### src/include/kst_regs.vh
// Constants for the keystroke queue and typematic block
`ifndef KST_REGS_VH
`define KST_REGS_VH

// Queue geometry
`define KST_FIFO_DEPTH 16
`define KST_PTR_W 4
`define KST_CNT_W 5
`define KST_DATA_W 8

// Code bytes
`define KST_OVR_CODE 8'hFF
`define KST_BRK_PREFIX 8'hF0
`define KST_EXT_PREFIX 8'hE0

// Timing: typematic delay in ms, rate in tenths of codes per second
`define KST_CLK_KHZ 25000
`define KST_DELAY_MS 500
`define KST_RATE_X10 109
`define KST_TMR_W 24

// Sequence bookkeeping
`define KST_LEN_W 2
`define KST_LEN_ONE 2'h1
`define KST_LEN_TWO 2'h2
`define KST_LEN_THREE 2'h3
`define KST_SEL_W 2

`endif

### src/logic/kst_keyboard.v
// Keystroke encoder, typematic repeat and queued byte output
`timescale 1ns/1ns
`default_nettype none
`include "kst_regs.vh"

// Notes on behaviour
// - Every key press that fits in the queue is reported, codes leave in press order.
// - While the host does not accept data, codes wait in the queue.
// - The queue is a sixteen-byte first-in-first-out store.
// - A byte that would be seventeenth becomes the overrun marker; with the queue full, the sixteenth byte is overwritten instead.
// - Keystrokes arriving while the queue is full are dropped.
// - When sending resumes, a pending response goes first, then queued bytes, then new codes.
// - Response codes bypass the queue and take none of its slots.
// - A multi-byte sequence is queued only whole, else overrun.
// - Keys other than Pause give make on press and break on release.
// - Break is make with F0 before its last byte.
// - Held key other than Pause: make, 500 ms delay, then repeats at 10.9 per second.
// - Only the most recently pressed key other than Pause repeats.
// - Releasing that key stops repeat; older held keys do not resume.
// - While inhibited, a held key queues no repeat copies.
// - The overrun marker is the byte FF.
// - The marker is sent in its normal place in the queue.
// - Host holding the clock line low inhibits sending; only queue.

module kst_keyboard #(
	parameter [`KST_TMR_W-1:0] REP_DELAY_CYC =
		`KST_DELAY_MS * `KST_CLK_KHZ,
	parameter [`KST_TMR_W-1:0] REP_RATE_CYC =
		(`KST_CLK_KHZ * 10000) / `KST_RATE_X10
) (
	input wire clk,
	input wire srst,
	input wire ce,
	input wire link_clk_i,
	input wire ev_valid,
	output wire ev_ready,
	input wire ev_press,
	input wire ev_ext,
	input wire ev_pause,
	input wire [`KST_DATA_W-1:0] ev_code,
	input wire resp_valid,
	output wire resp_ready,
	input wire [`KST_DATA_W-1:0] resp_code,
	output wire tx_valid,
	input wire tx_ready,
	output wire [`KST_DATA_W-1:0] tx_data,
	output wire inhibited,
	output wire overrun
);

	localparam [0:0] ST_IDLE = 1'b0;
	localparam [0:0] ST_WRITE = 1'b1;
	// Queue depth cut to the count width on purpose
	localparam [31:0] DEPTH_WIDE = `KST_FIFO_DEPTH;
	localparam [`KST_CNT_W-1:0] DEPTH_CNT = DEPTH_WIDE[`KST_CNT_W-1:0];

	// Link clock line synchroniser
	reg lclk_meta_q;
	reg lclk_sync_q;

	// Sequence writer
	reg state_q;
	reg [`KST_DATA_W-1:0] seq1_q;
	reg [`KST_DATA_W-1:0] seq2_q;
	reg [`KST_LEN_W-1:0] len_q;
	reg [`KST_SEL_W-1:0] idx_q;
	reg ovr_q;

	// Typematic state
	reg rep_on_q;
	reg rep_req_q;
	reg rep_ext_q;
	reg [`KST_DATA_W-1:0] rep_code_q;
	reg [`KST_TMR_W-1:0] tmr_q;

	// Output stage
	reg tx_valid_q;
	reg [`KST_DATA_W-1:0] tx_data_q;
	reg resp_pend_q;
	reg [`KST_DATA_W-1:0] resp_q;

	// Decision in idle
	reg take_ev;
	reg take_rep;
	reg n_ext;
	reg n_brk;
	reg n_emit;
	reg [`KST_DATA_W-1:0] n_code;
	reg [`KST_LEN_W-1:0] n_len;

	wire [`KST_CNT_W-1:0] f_count;
	wire f_empty;
	wire f_full;
	wire [`KST_DATA_W-1:0] f_rd_data;
	wire [`KST_CNT_W-1:0] f_free;
	wire fits;
	reg f_wr;
	reg f_ovw;
	reg [`KST_DATA_W-1:0] f_wdata;
	wire f_rd;
	wire load_slot;

	// Number of bytes in a keystroke sequence
	function [`KST_LEN_W-1:0] seq_len;
		input ext;
		input brk;
		begin
			if (ext && brk) begin
				seq_len = `KST_LEN_THREE;
			end else if (ext || brk) begin
				seq_len = `KST_LEN_TWO;
			end else begin
				seq_len = `KST_LEN_ONE;
			end
		end
	endfunction

	// Bytes of the sequence, in order of transmission
	function [`KST_DATA_W-1:0] seq_byte;
		input [`KST_SEL_W-1:0] sel;
		input ext;
		input brk;
		input [`KST_DATA_W-1:0] code;
		begin
			case ({ext, brk})
			2'b11: seq_byte = (sel == 2'h0) ? `KST_EXT_PREFIX :
				(sel == 2'h1) ? `KST_BRK_PREFIX : code;
			2'b10: seq_byte = (sel == 2'h0) ? `KST_EXT_PREFIX : code;
			2'b01: seq_byte = (sel == 2'h0) ? `KST_BRK_PREFIX : code;
			default: seq_byte = code;
			endcase
		end
	endfunction

	always @(posedge clk) begin
		if (srst) begin
			lclk_meta_q <= 1'b1;
			lclk_sync_q <= 1'b1;
		end else if (ce) begin
			lclk_meta_q <= link_clk_i;
			lclk_sync_q <= lclk_meta_q;
		end
	end

	assign inhibited = !lclk_sync_q;
	assign overrun = ovr_q;
	assign ev_ready = (state_q == ST_IDLE);
	assign resp_ready = !resp_pend_q;
	assign f_free = DEPTH_CNT - f_count;
	assign fits = (f_free >= {{(`KST_CNT_W-`KST_LEN_W){1'b0}}, n_len});

	// Pick a key event, else a pending repeat; decide queue action
	always @* begin
		take_ev = 1'b0;
		take_rep = 1'b0;
		n_ext = ev_ext;
		n_brk = !ev_press;
		n_code = ev_code;
		n_emit = 1'b0;
		if (state_q == ST_IDLE) begin
			if (ev_valid) begin
				take_ev = 1'b1;
				n_emit = ev_press || !ev_pause;
			end else if (rep_req_q) begin
				take_rep = 1'b1;
				n_ext = rep_ext_q;
				n_brk = 1'b0;
				n_code = rep_code_q;
				n_emit = 1'b1;
			end
		end
		n_len = seq_len(n_ext, n_brk);
	end

	// Queue write port: whole sequences or one overrun marker
	always @* begin
		f_wr = 1'b0;
		f_ovw = 1'b0;
		f_wdata = seq_byte(idx_q, seq2_q[0], seq2_q[1], seq1_q);
		if (state_q == ST_WRITE) begin
			f_wr = 1'b1;
		end else if (n_emit && !fits && !ovr_q) begin
			if (f_full) begin
				f_ovw = 1'b1;
			end else begin
				f_wr = 1'b1;
				f_wdata = `KST_OVR_CODE;
			end
		end
	end

	always @(posedge clk) begin
		if (srst) begin
			state_q <= ST_IDLE;
			seq1_q <= {`KST_DATA_W{1'b0}};
			seq2_q <= {`KST_DATA_W{1'b0}};
			len_q <= `KST_LEN_ONE;
			idx_q <= {`KST_SEL_W{1'b0}};
			ovr_q <= 1'b0;
		end else if (ce) begin
			if (f_rd) begin
				ovr_q <= 1'b0;
			end
			case (state_q)
			ST_IDLE: begin
				if (n_emit && fits) begin
					seq1_q <= n_code;
					seq2_q <= {6'h00, n_brk, n_ext};
					len_q <= n_len;
					idx_q <= {`KST_SEL_W{1'b0}};
					state_q <= ST_WRITE;
				end else if (n_emit && !ovr_q) begin
					ovr_q <= 1'b1;
				end
			end
			ST_WRITE: begin
				if (idx_q == len_q - `KST_LEN_ONE) begin
					state_q <= ST_IDLE;
				end else begin
					idx_q <= idx_q + 2'h1;
				end
			end
			default: state_q <= ST_IDLE;
			endcase
		end
	end

	// Typematic timer, tracking only the newest pressed key other than Pause
	always @(posedge clk) begin
		if (srst) begin
			rep_on_q <= 1'b0;
			rep_req_q <= 1'b0;
			rep_ext_q <= 1'b0;
			rep_code_q <= {`KST_DATA_W{1'b0}};
			tmr_q <= {`KST_TMR_W{1'b0}};
		end else if (ce) begin
			if (take_rep) begin
				rep_req_q <= 1'b0;
			end
			if (rep_on_q) begin
				if (tmr_q == {`KST_TMR_W{1'b0}}) begin
					tmr_q <= REP_RATE_CYC - 24'h1;
					if (!inhibited) begin
						rep_req_q <= 1'b1;
					end
				end else begin
					tmr_q <= tmr_q - 24'h1;
				end
			end
			if (take_ev && ev_press && !ev_pause) begin
				rep_on_q <= 1'b1;
				rep_req_q <= 1'b0;
				rep_ext_q <= ev_ext;
				rep_code_q <= ev_code;
				tmr_q <= REP_DELAY_CYC - 24'h1;
			end else if (take_ev && !ev_press && ev_ext == rep_ext_q &&
				ev_code == rep_code_q) begin
				rep_on_q <= 1'b0;
				rep_req_q <= 1'b0;
			end
		end
	end

	// Output slot: responses first, then queue head, never while inhibited
	assign load_slot = ce && !inhibited && (!tx_valid_q || tx_ready);
	assign f_rd = load_slot && !resp_pend_q && !f_empty;

	always @(posedge clk) begin
		if (srst) begin
			tx_valid_q <= 1'b0;
			tx_data_q <= {`KST_DATA_W{1'b0}};
			resp_pend_q <= 1'b0;
			resp_q <= {`KST_DATA_W{1'b0}};
		end else if (ce) begin
			if (resp_valid && !resp_pend_q) begin
				resp_pend_q <= 1'b1;
				resp_q <= resp_code;
			end
			if (tx_valid_q && tx_ready) begin
				tx_valid_q <= 1'b0;
			end
			if (load_slot) begin
				if (resp_pend_q) begin
					tx_valid_q <= 1'b1;
					tx_data_q <= resp_q;
					resp_pend_q <= 1'b0;
				end else if (!f_empty) begin
					tx_valid_q <= 1'b1;
					tx_data_q <= f_rd_data;
				end
			end
		end
	end

	assign tx_valid = tx_valid_q;
	assign tx_data = tx_data_q;

	kst_fifo u_fifo (
		.clk(clk),
		.srst(srst),
		.ce(ce),
		.wr_en(f_wr),
		.ovw_en(f_ovw),
		.wr_data(f_wdata),
		.rd_en(f_rd),
		.rd_data(f_rd_data),
		.count(f_count),
		.empty(f_empty),
		.full(f_full)
	);

endmodule // kst_keyboard

`default_nettype wire

### src/logic/kst_fifo.v
// Sixteen-byte flop FIFO with overwrite of the newest entry
`timescale 1ns/1ns
`default_nettype none
`include "kst_regs.vh"

module kst_fifo (
	input wire clk,
	input wire srst,
	input wire ce,
	input wire wr_en,
	input wire ovw_en,
	input wire [`KST_DATA_W-1:0] wr_data,
	input wire rd_en,
	output wire [`KST_DATA_W-1:0] rd_data,
	output wire [`KST_CNT_W-1:0] count,
	output wire empty,
	output wire full
);

	reg [`KST_DATA_W-1:0] mem_q [0:`KST_FIFO_DEPTH-1];
	reg [`KST_PTR_W-1:0] wr_ptr_q;
	reg [`KST_PTR_W-1:0] rd_ptr_q;
	reg [`KST_CNT_W-1:0] cnt_q;
	wire do_wr;
	wire do_rd;
	wire [`KST_PTR_W-1:0] last_ptr;

	// Depth cut to the count width on purpose
	localparam [31:0] DEPTH_WIDE = `KST_FIFO_DEPTH;
	localparam [`KST_CNT_W-1:0] DEPTH_CNT = DEPTH_WIDE[`KST_CNT_W-1:0];

	assign empty = (cnt_q == {`KST_CNT_W{1'b0}});
	assign full = (cnt_q == DEPTH_CNT);
	assign count = cnt_q;
	assign rd_data = mem_q[rd_ptr_q];
	assign do_wr = wr_en && !full;
	assign do_rd = rd_en && !empty;
	assign last_ptr = wr_ptr_q - {{(`KST_PTR_W-1){1'b0}}, 1'b1};

	// Storage has no reset; pointers and count define what is valid
	always @(posedge clk) begin
		if (ce) begin
			if (do_wr) begin
				mem_q[wr_ptr_q] <= wr_data;
			end else if (ovw_en && !empty) begin
				mem_q[last_ptr] <= `KST_OVR_CODE;
			end
		end
	end

	always @(posedge clk) begin
		if (srst) begin
			wr_ptr_q <= {`KST_PTR_W{1'b0}};
			rd_ptr_q <= {`KST_PTR_W{1'b0}};
			cnt_q <= {`KST_CNT_W{1'b0}};
		end else if (ce) begin
			if (do_wr) begin
				wr_ptr_q <= wr_ptr_q + {{(`KST_PTR_W-1){1'b0}}, 1'b1};
			end
			if (do_rd) begin
				rd_ptr_q <= rd_ptr_q + {{(`KST_PTR_W-1){1'b0}}, 1'b1};
			end
			if (do_wr && !do_rd) begin
				cnt_q <= cnt_q + {{(`KST_CNT_W-1){1'b0}}, 1'b1};
			end else if (do_rd && !do_wr) begin
				cnt_q <= cnt_q - {{(`KST_CNT_W-1){1'b0}}, 1'b1};
			end
		end
	end

endmodule // kst_fifo

`default_nettype wire

### config.mk
export PLATFORM = sky130hd
export DESIGN_NAME = kst_keyboard
export DESIGN_NICKNAME = d
export VERILOG_FILES = /design/src/logic/kst_keyboard.v /design/src/logic/kst_fifo.v
export VERILOG_INCLUDE_DIRS = /design/src /design/src/include
export SDC_FILE = /design/constraint.sdc
export NUM_CORES = 1
export LEC_CHECK = 0
export ABC_AREA = 1
export BUFFER_PORTS_ARGS = -buffer_cell sky130_fd_sc_hd__buf_4
export CELL_PAD_IN_SITES_DETAIL_PLACEMENT = 0
export CELL_PAD_IN_SITES_GLOBAL_PLACEMENT = 1
export CORE_ASPECT_RATIO = 1.25
export CORE_UTILIZATION = 40
export DETAILED_ROUTE_END_ITERATION = 8
export PLACE_DENSITY = 0.8
export SYNTH_ARGS = -nofsm -noshare
export SYNTH_HDL_FRONTEND = slang
export SYNTH_HIERARCHICAL = 1
export SYNTH_SLANG_ARGS = --single-unit
### constraint.sdc
create_clock -name clk -period 4.6 [get_ports clk]
set_input_delay 0.23 -clock clk [delete_from_list [all_inputs] [get_ports clk]]
set_output_delay 0.23 -clock clk [all_outputs]
set_load 0.05 [all_outputs]
==> metrics.yaml <==
power.density_nw_per_um2: 470
synth_fa_ha_area_share_pct: 2.17
final.setup.tns_ns: 0
cp_slowest_cell: "nor2_1"
slew-limit-headroom_pct: 31.8
first_pass_iters: 5
synth_area_per_cell_um2: 8.97
synth_compound_area_share_pct: 14.1
root_buffer: "clkbuf_16"
hp-class: "in -> reg"
place_hpwl_mm: 16.3
vdd_drop_max_mv: 0.263
synthArstFlopShare_pct: 0
fmax_mhz: 245
die_w_um: 144
start_util_pct: 41.1
postCtsSetupBuffers: 0
cp.arrival_ns: 4.21
drc: 0
synth-seq-cells: 216
seq_area_frac_synth_pct: 55.2
syn_to_final_growth_pct: 14.0
syn_inst: 1131
cts_tree: "done"
routedWlPerCell_um: 15.8
worst_pin_slew_ns: 1.02
yosysMostFrequentCell: "nand2_1"
port-buffer-count: 38
first_iter_violations: 505
n_antenna_cell: 0
grt_pass1_wl_mm: 39.3
multiInputGateArea_um2: 3940
placementRows: 64
grt_max_degree: 65
fin_skew_ns: 0.00807
hold_viol: 0
synth_area_leaders: "edfxtp_1 (38%), dfxtp_1 (17%), nand2_1 (6.8%)"
crit_type: "reg -> reg"
synth_top_area_cell: "edfxtp_1"
yosysTopAreaCellShare_pct: 37.9
crit_chain: "nand2_2 > nor2_2 > inv_1 > o21ai_0 > ha_1 > inv_1 > ha_1 > o21ai_0 > nand2_1 > nor2_1 > nand3_1 > nor4_1 > nand2_2 > inv_2 > nand3_4 > nand2_4 > nand3_1 > nor2_1"
io_pins: 39
p_leak_nw: 4.55
netlist_area_um2: 10100
crit_required_ns: 4.73
htree_levels: 1
routed_wl_mm: 24.1
synth_edf_count: 128
setup_violations: 0
min_period_ns: 4.08
yosysWarnings: 6
core_area_um2: 24700
final_cells: 1523
crit_path_end_kind: "flip-flop"
synth_top_family_by_area: "simple AND/OR/NAND/NOR gates"
fin_crit_sh_pct: 88.6
startpoint_type: "flip-flop"
ff_latch_area_um2: 5610
crit_path_max_fanout: 17
n_fill_cell: 2453
fin_nets: 1220
die_h_um: 180
path_clk_slew_ns: 0.06
dieArea_um2: 26000
first_global_vias: 7558
report.final.slew_viol_count: 0
ys_types: 48
status: "finished, final reports clean"
syn-num-nets: 1174
antenna_left: 0
synth.area.mux_share_pct: 0
grt_overflow: 0
synth_common_cells: "nand2_1 (184), nor2_1 (181), o21ai_0 (135), edfxtp_1 (128), inv_1 (93)"
synth_xor_area_share_pct: 1.29
gr-usage-all-layers_pct: 19.0
cts_buffers: 23
antenna_found_initial: 0
cts_buffer_depth: 3
synthSimpleGateAreaFrac_pct: 21.2
slowest_delay_ns: 0.55
maxCapViolCount: 0
cts_sinks: 216
rsz0062_at_grt: "false"
vias: 7833
path_buf_inv: 3
dp_cells: 1473
drive_gt1_share_pct: 11.8
vias_per_cell: 5.14
gp_congestion: 0.846
crit_family: "simple AND/OR/NAND/NOR gates"
clk_latency_ns: 0.50
synth_ff_type: "edfxtp_1"
## timing repair
item | 4_1_cts | 5_1_grt
endpoints found under the hold margin | 9 | 0
hold buffers | 9 | 0
resized for setup | 0 | 1
endpoints found under the setup margin | 0 | 8
## power breakdown
part           switching [mW]  total [mW]  internal [mW]
Clock                   0.771        1.79           1.02
Combinational           0.906        1.30          0.392
Sequential             0.0889        2.35           2.26
## per-layer routing
layer  global-route usage [%]  part of all wire [%]  up-vias
met2                     32.3                    49      166
li1                         -                     -     3972
met4                     6.27                   2.9        0
met5                        0                     0        -
met1                     24.8                    44     3647
met3                     2.47                   4.5       48
## final timing paths
path | start | to | slack [ns] | depth (start not counted)
min reg2reg | lclk_meta_q$_SDFFE_PP1P_ | lclk_meta_q$_SDFFE_PP1P_ | 0.46 | 2
min | ev_ext | rep_ext_q$_SDFFE_PP0P_ | 0.02 | 3
max reg2reg | rep_req_q$_SDFFE_PP0P_ | u_fifo/mem_q[0][4]$_DFFE_PP_ | 0.52 | 18
max | rep_req_q$_SDFFE_PP0P_ | u_fifo/mem_q[0][4]$_DFFE_PP_ | 0.52 | 18
## sequential cells by signal, indices dropped and copies added, names as in the netlist, named ones only
| name | cells |
|---|---|
| idx_q | 2 |
| lclk_meta_q | 1 |
| lclk_sync_q | 1 |
| len_q | 2 |
| overrun | 1 |
| rep_code_q | 8 |
| rep_ext_q | 1 |
| rep_on_q | 1 |
| rep_req_q | 1 |
| resp_pend_q | 1 |
| resp_q | 8 |
| seq1_q | 8 |
| seq2_q | 2 |
| state_q | 1 |
| tmr_q | 24 |
| tx_data | 8 |
| tx_valid | 1 |
| u_fifo/count | 5 |
| u_fifo/mem_q | 128 |
| u_fifo/rd_ptr_q | 4 |
| u_fifo/wr_ptr_q | 4 |
## placed cells by master (no fill, tap or decap), types with 7 or more instances in the layout
master and count:
nand2_1 184, nor2_1 180, o21ai_0 135, edfxtp_1 128, inv_1 93, dfxtp_1 87, buf_4 54, nand3_1 53
a21oi_1 51, clkbuf_16 24, o221ai_1 24, nand4_1 19, ha_1 16, nand2_2 12, a31oi_1 12, xor2_1 12
dlygate4sd3_1 9, o22ai_1 9, o211ai_1 9, nor2_2 7, o21ai_1 7
## final cells by class
type / count / share of cell area (%)
flip-flops and latches: 216 / 48.4
repair buffers: 63 / 4.28
clock inverters: 14 / 1.05
well taps: 330 / 3.57
inverters: 102 / 3.34
clock buffers: 27 / 5.29
multi-input cells: 771 / 34.0
## worst min-delay path: cells and delay by family
kind / cells / cell delay, ns
compound gates: 1 / 0.06
simple gates: 1 / 0.07
buf+inv: 1 / 0.12
## per-stage QoR
step / total power, mW / setup WS (ns) / cell area, um2 / hold slack [ns] / utilization (%)
after detailed placement: 3.69 / 0.416 / 10700 / 0.453 / 43.6
after CTS: 5.49 / 0.478 / 11600 / 0.00785 / 46.9
after global placement: 3.67 / 0.626 / 10700 / 0.448 / 43.6
after floorplan: 3.33 / 0.916 / 10100 / 0.299 / -
after global routing: 5.75 / 0.0405 / 11600 / 0.0255 / 46.9
final: 5.44 / 0.524 / 11600 / 0.0222 / 46.9
## cells by family after synthesis
logic type      after synthesis
buf+inv                     144
fa+ha+maj                    17
flops                       216
xor+xnor                     15
simple gates                485
compound gates              254
Power figures use the tool's default switching activity.
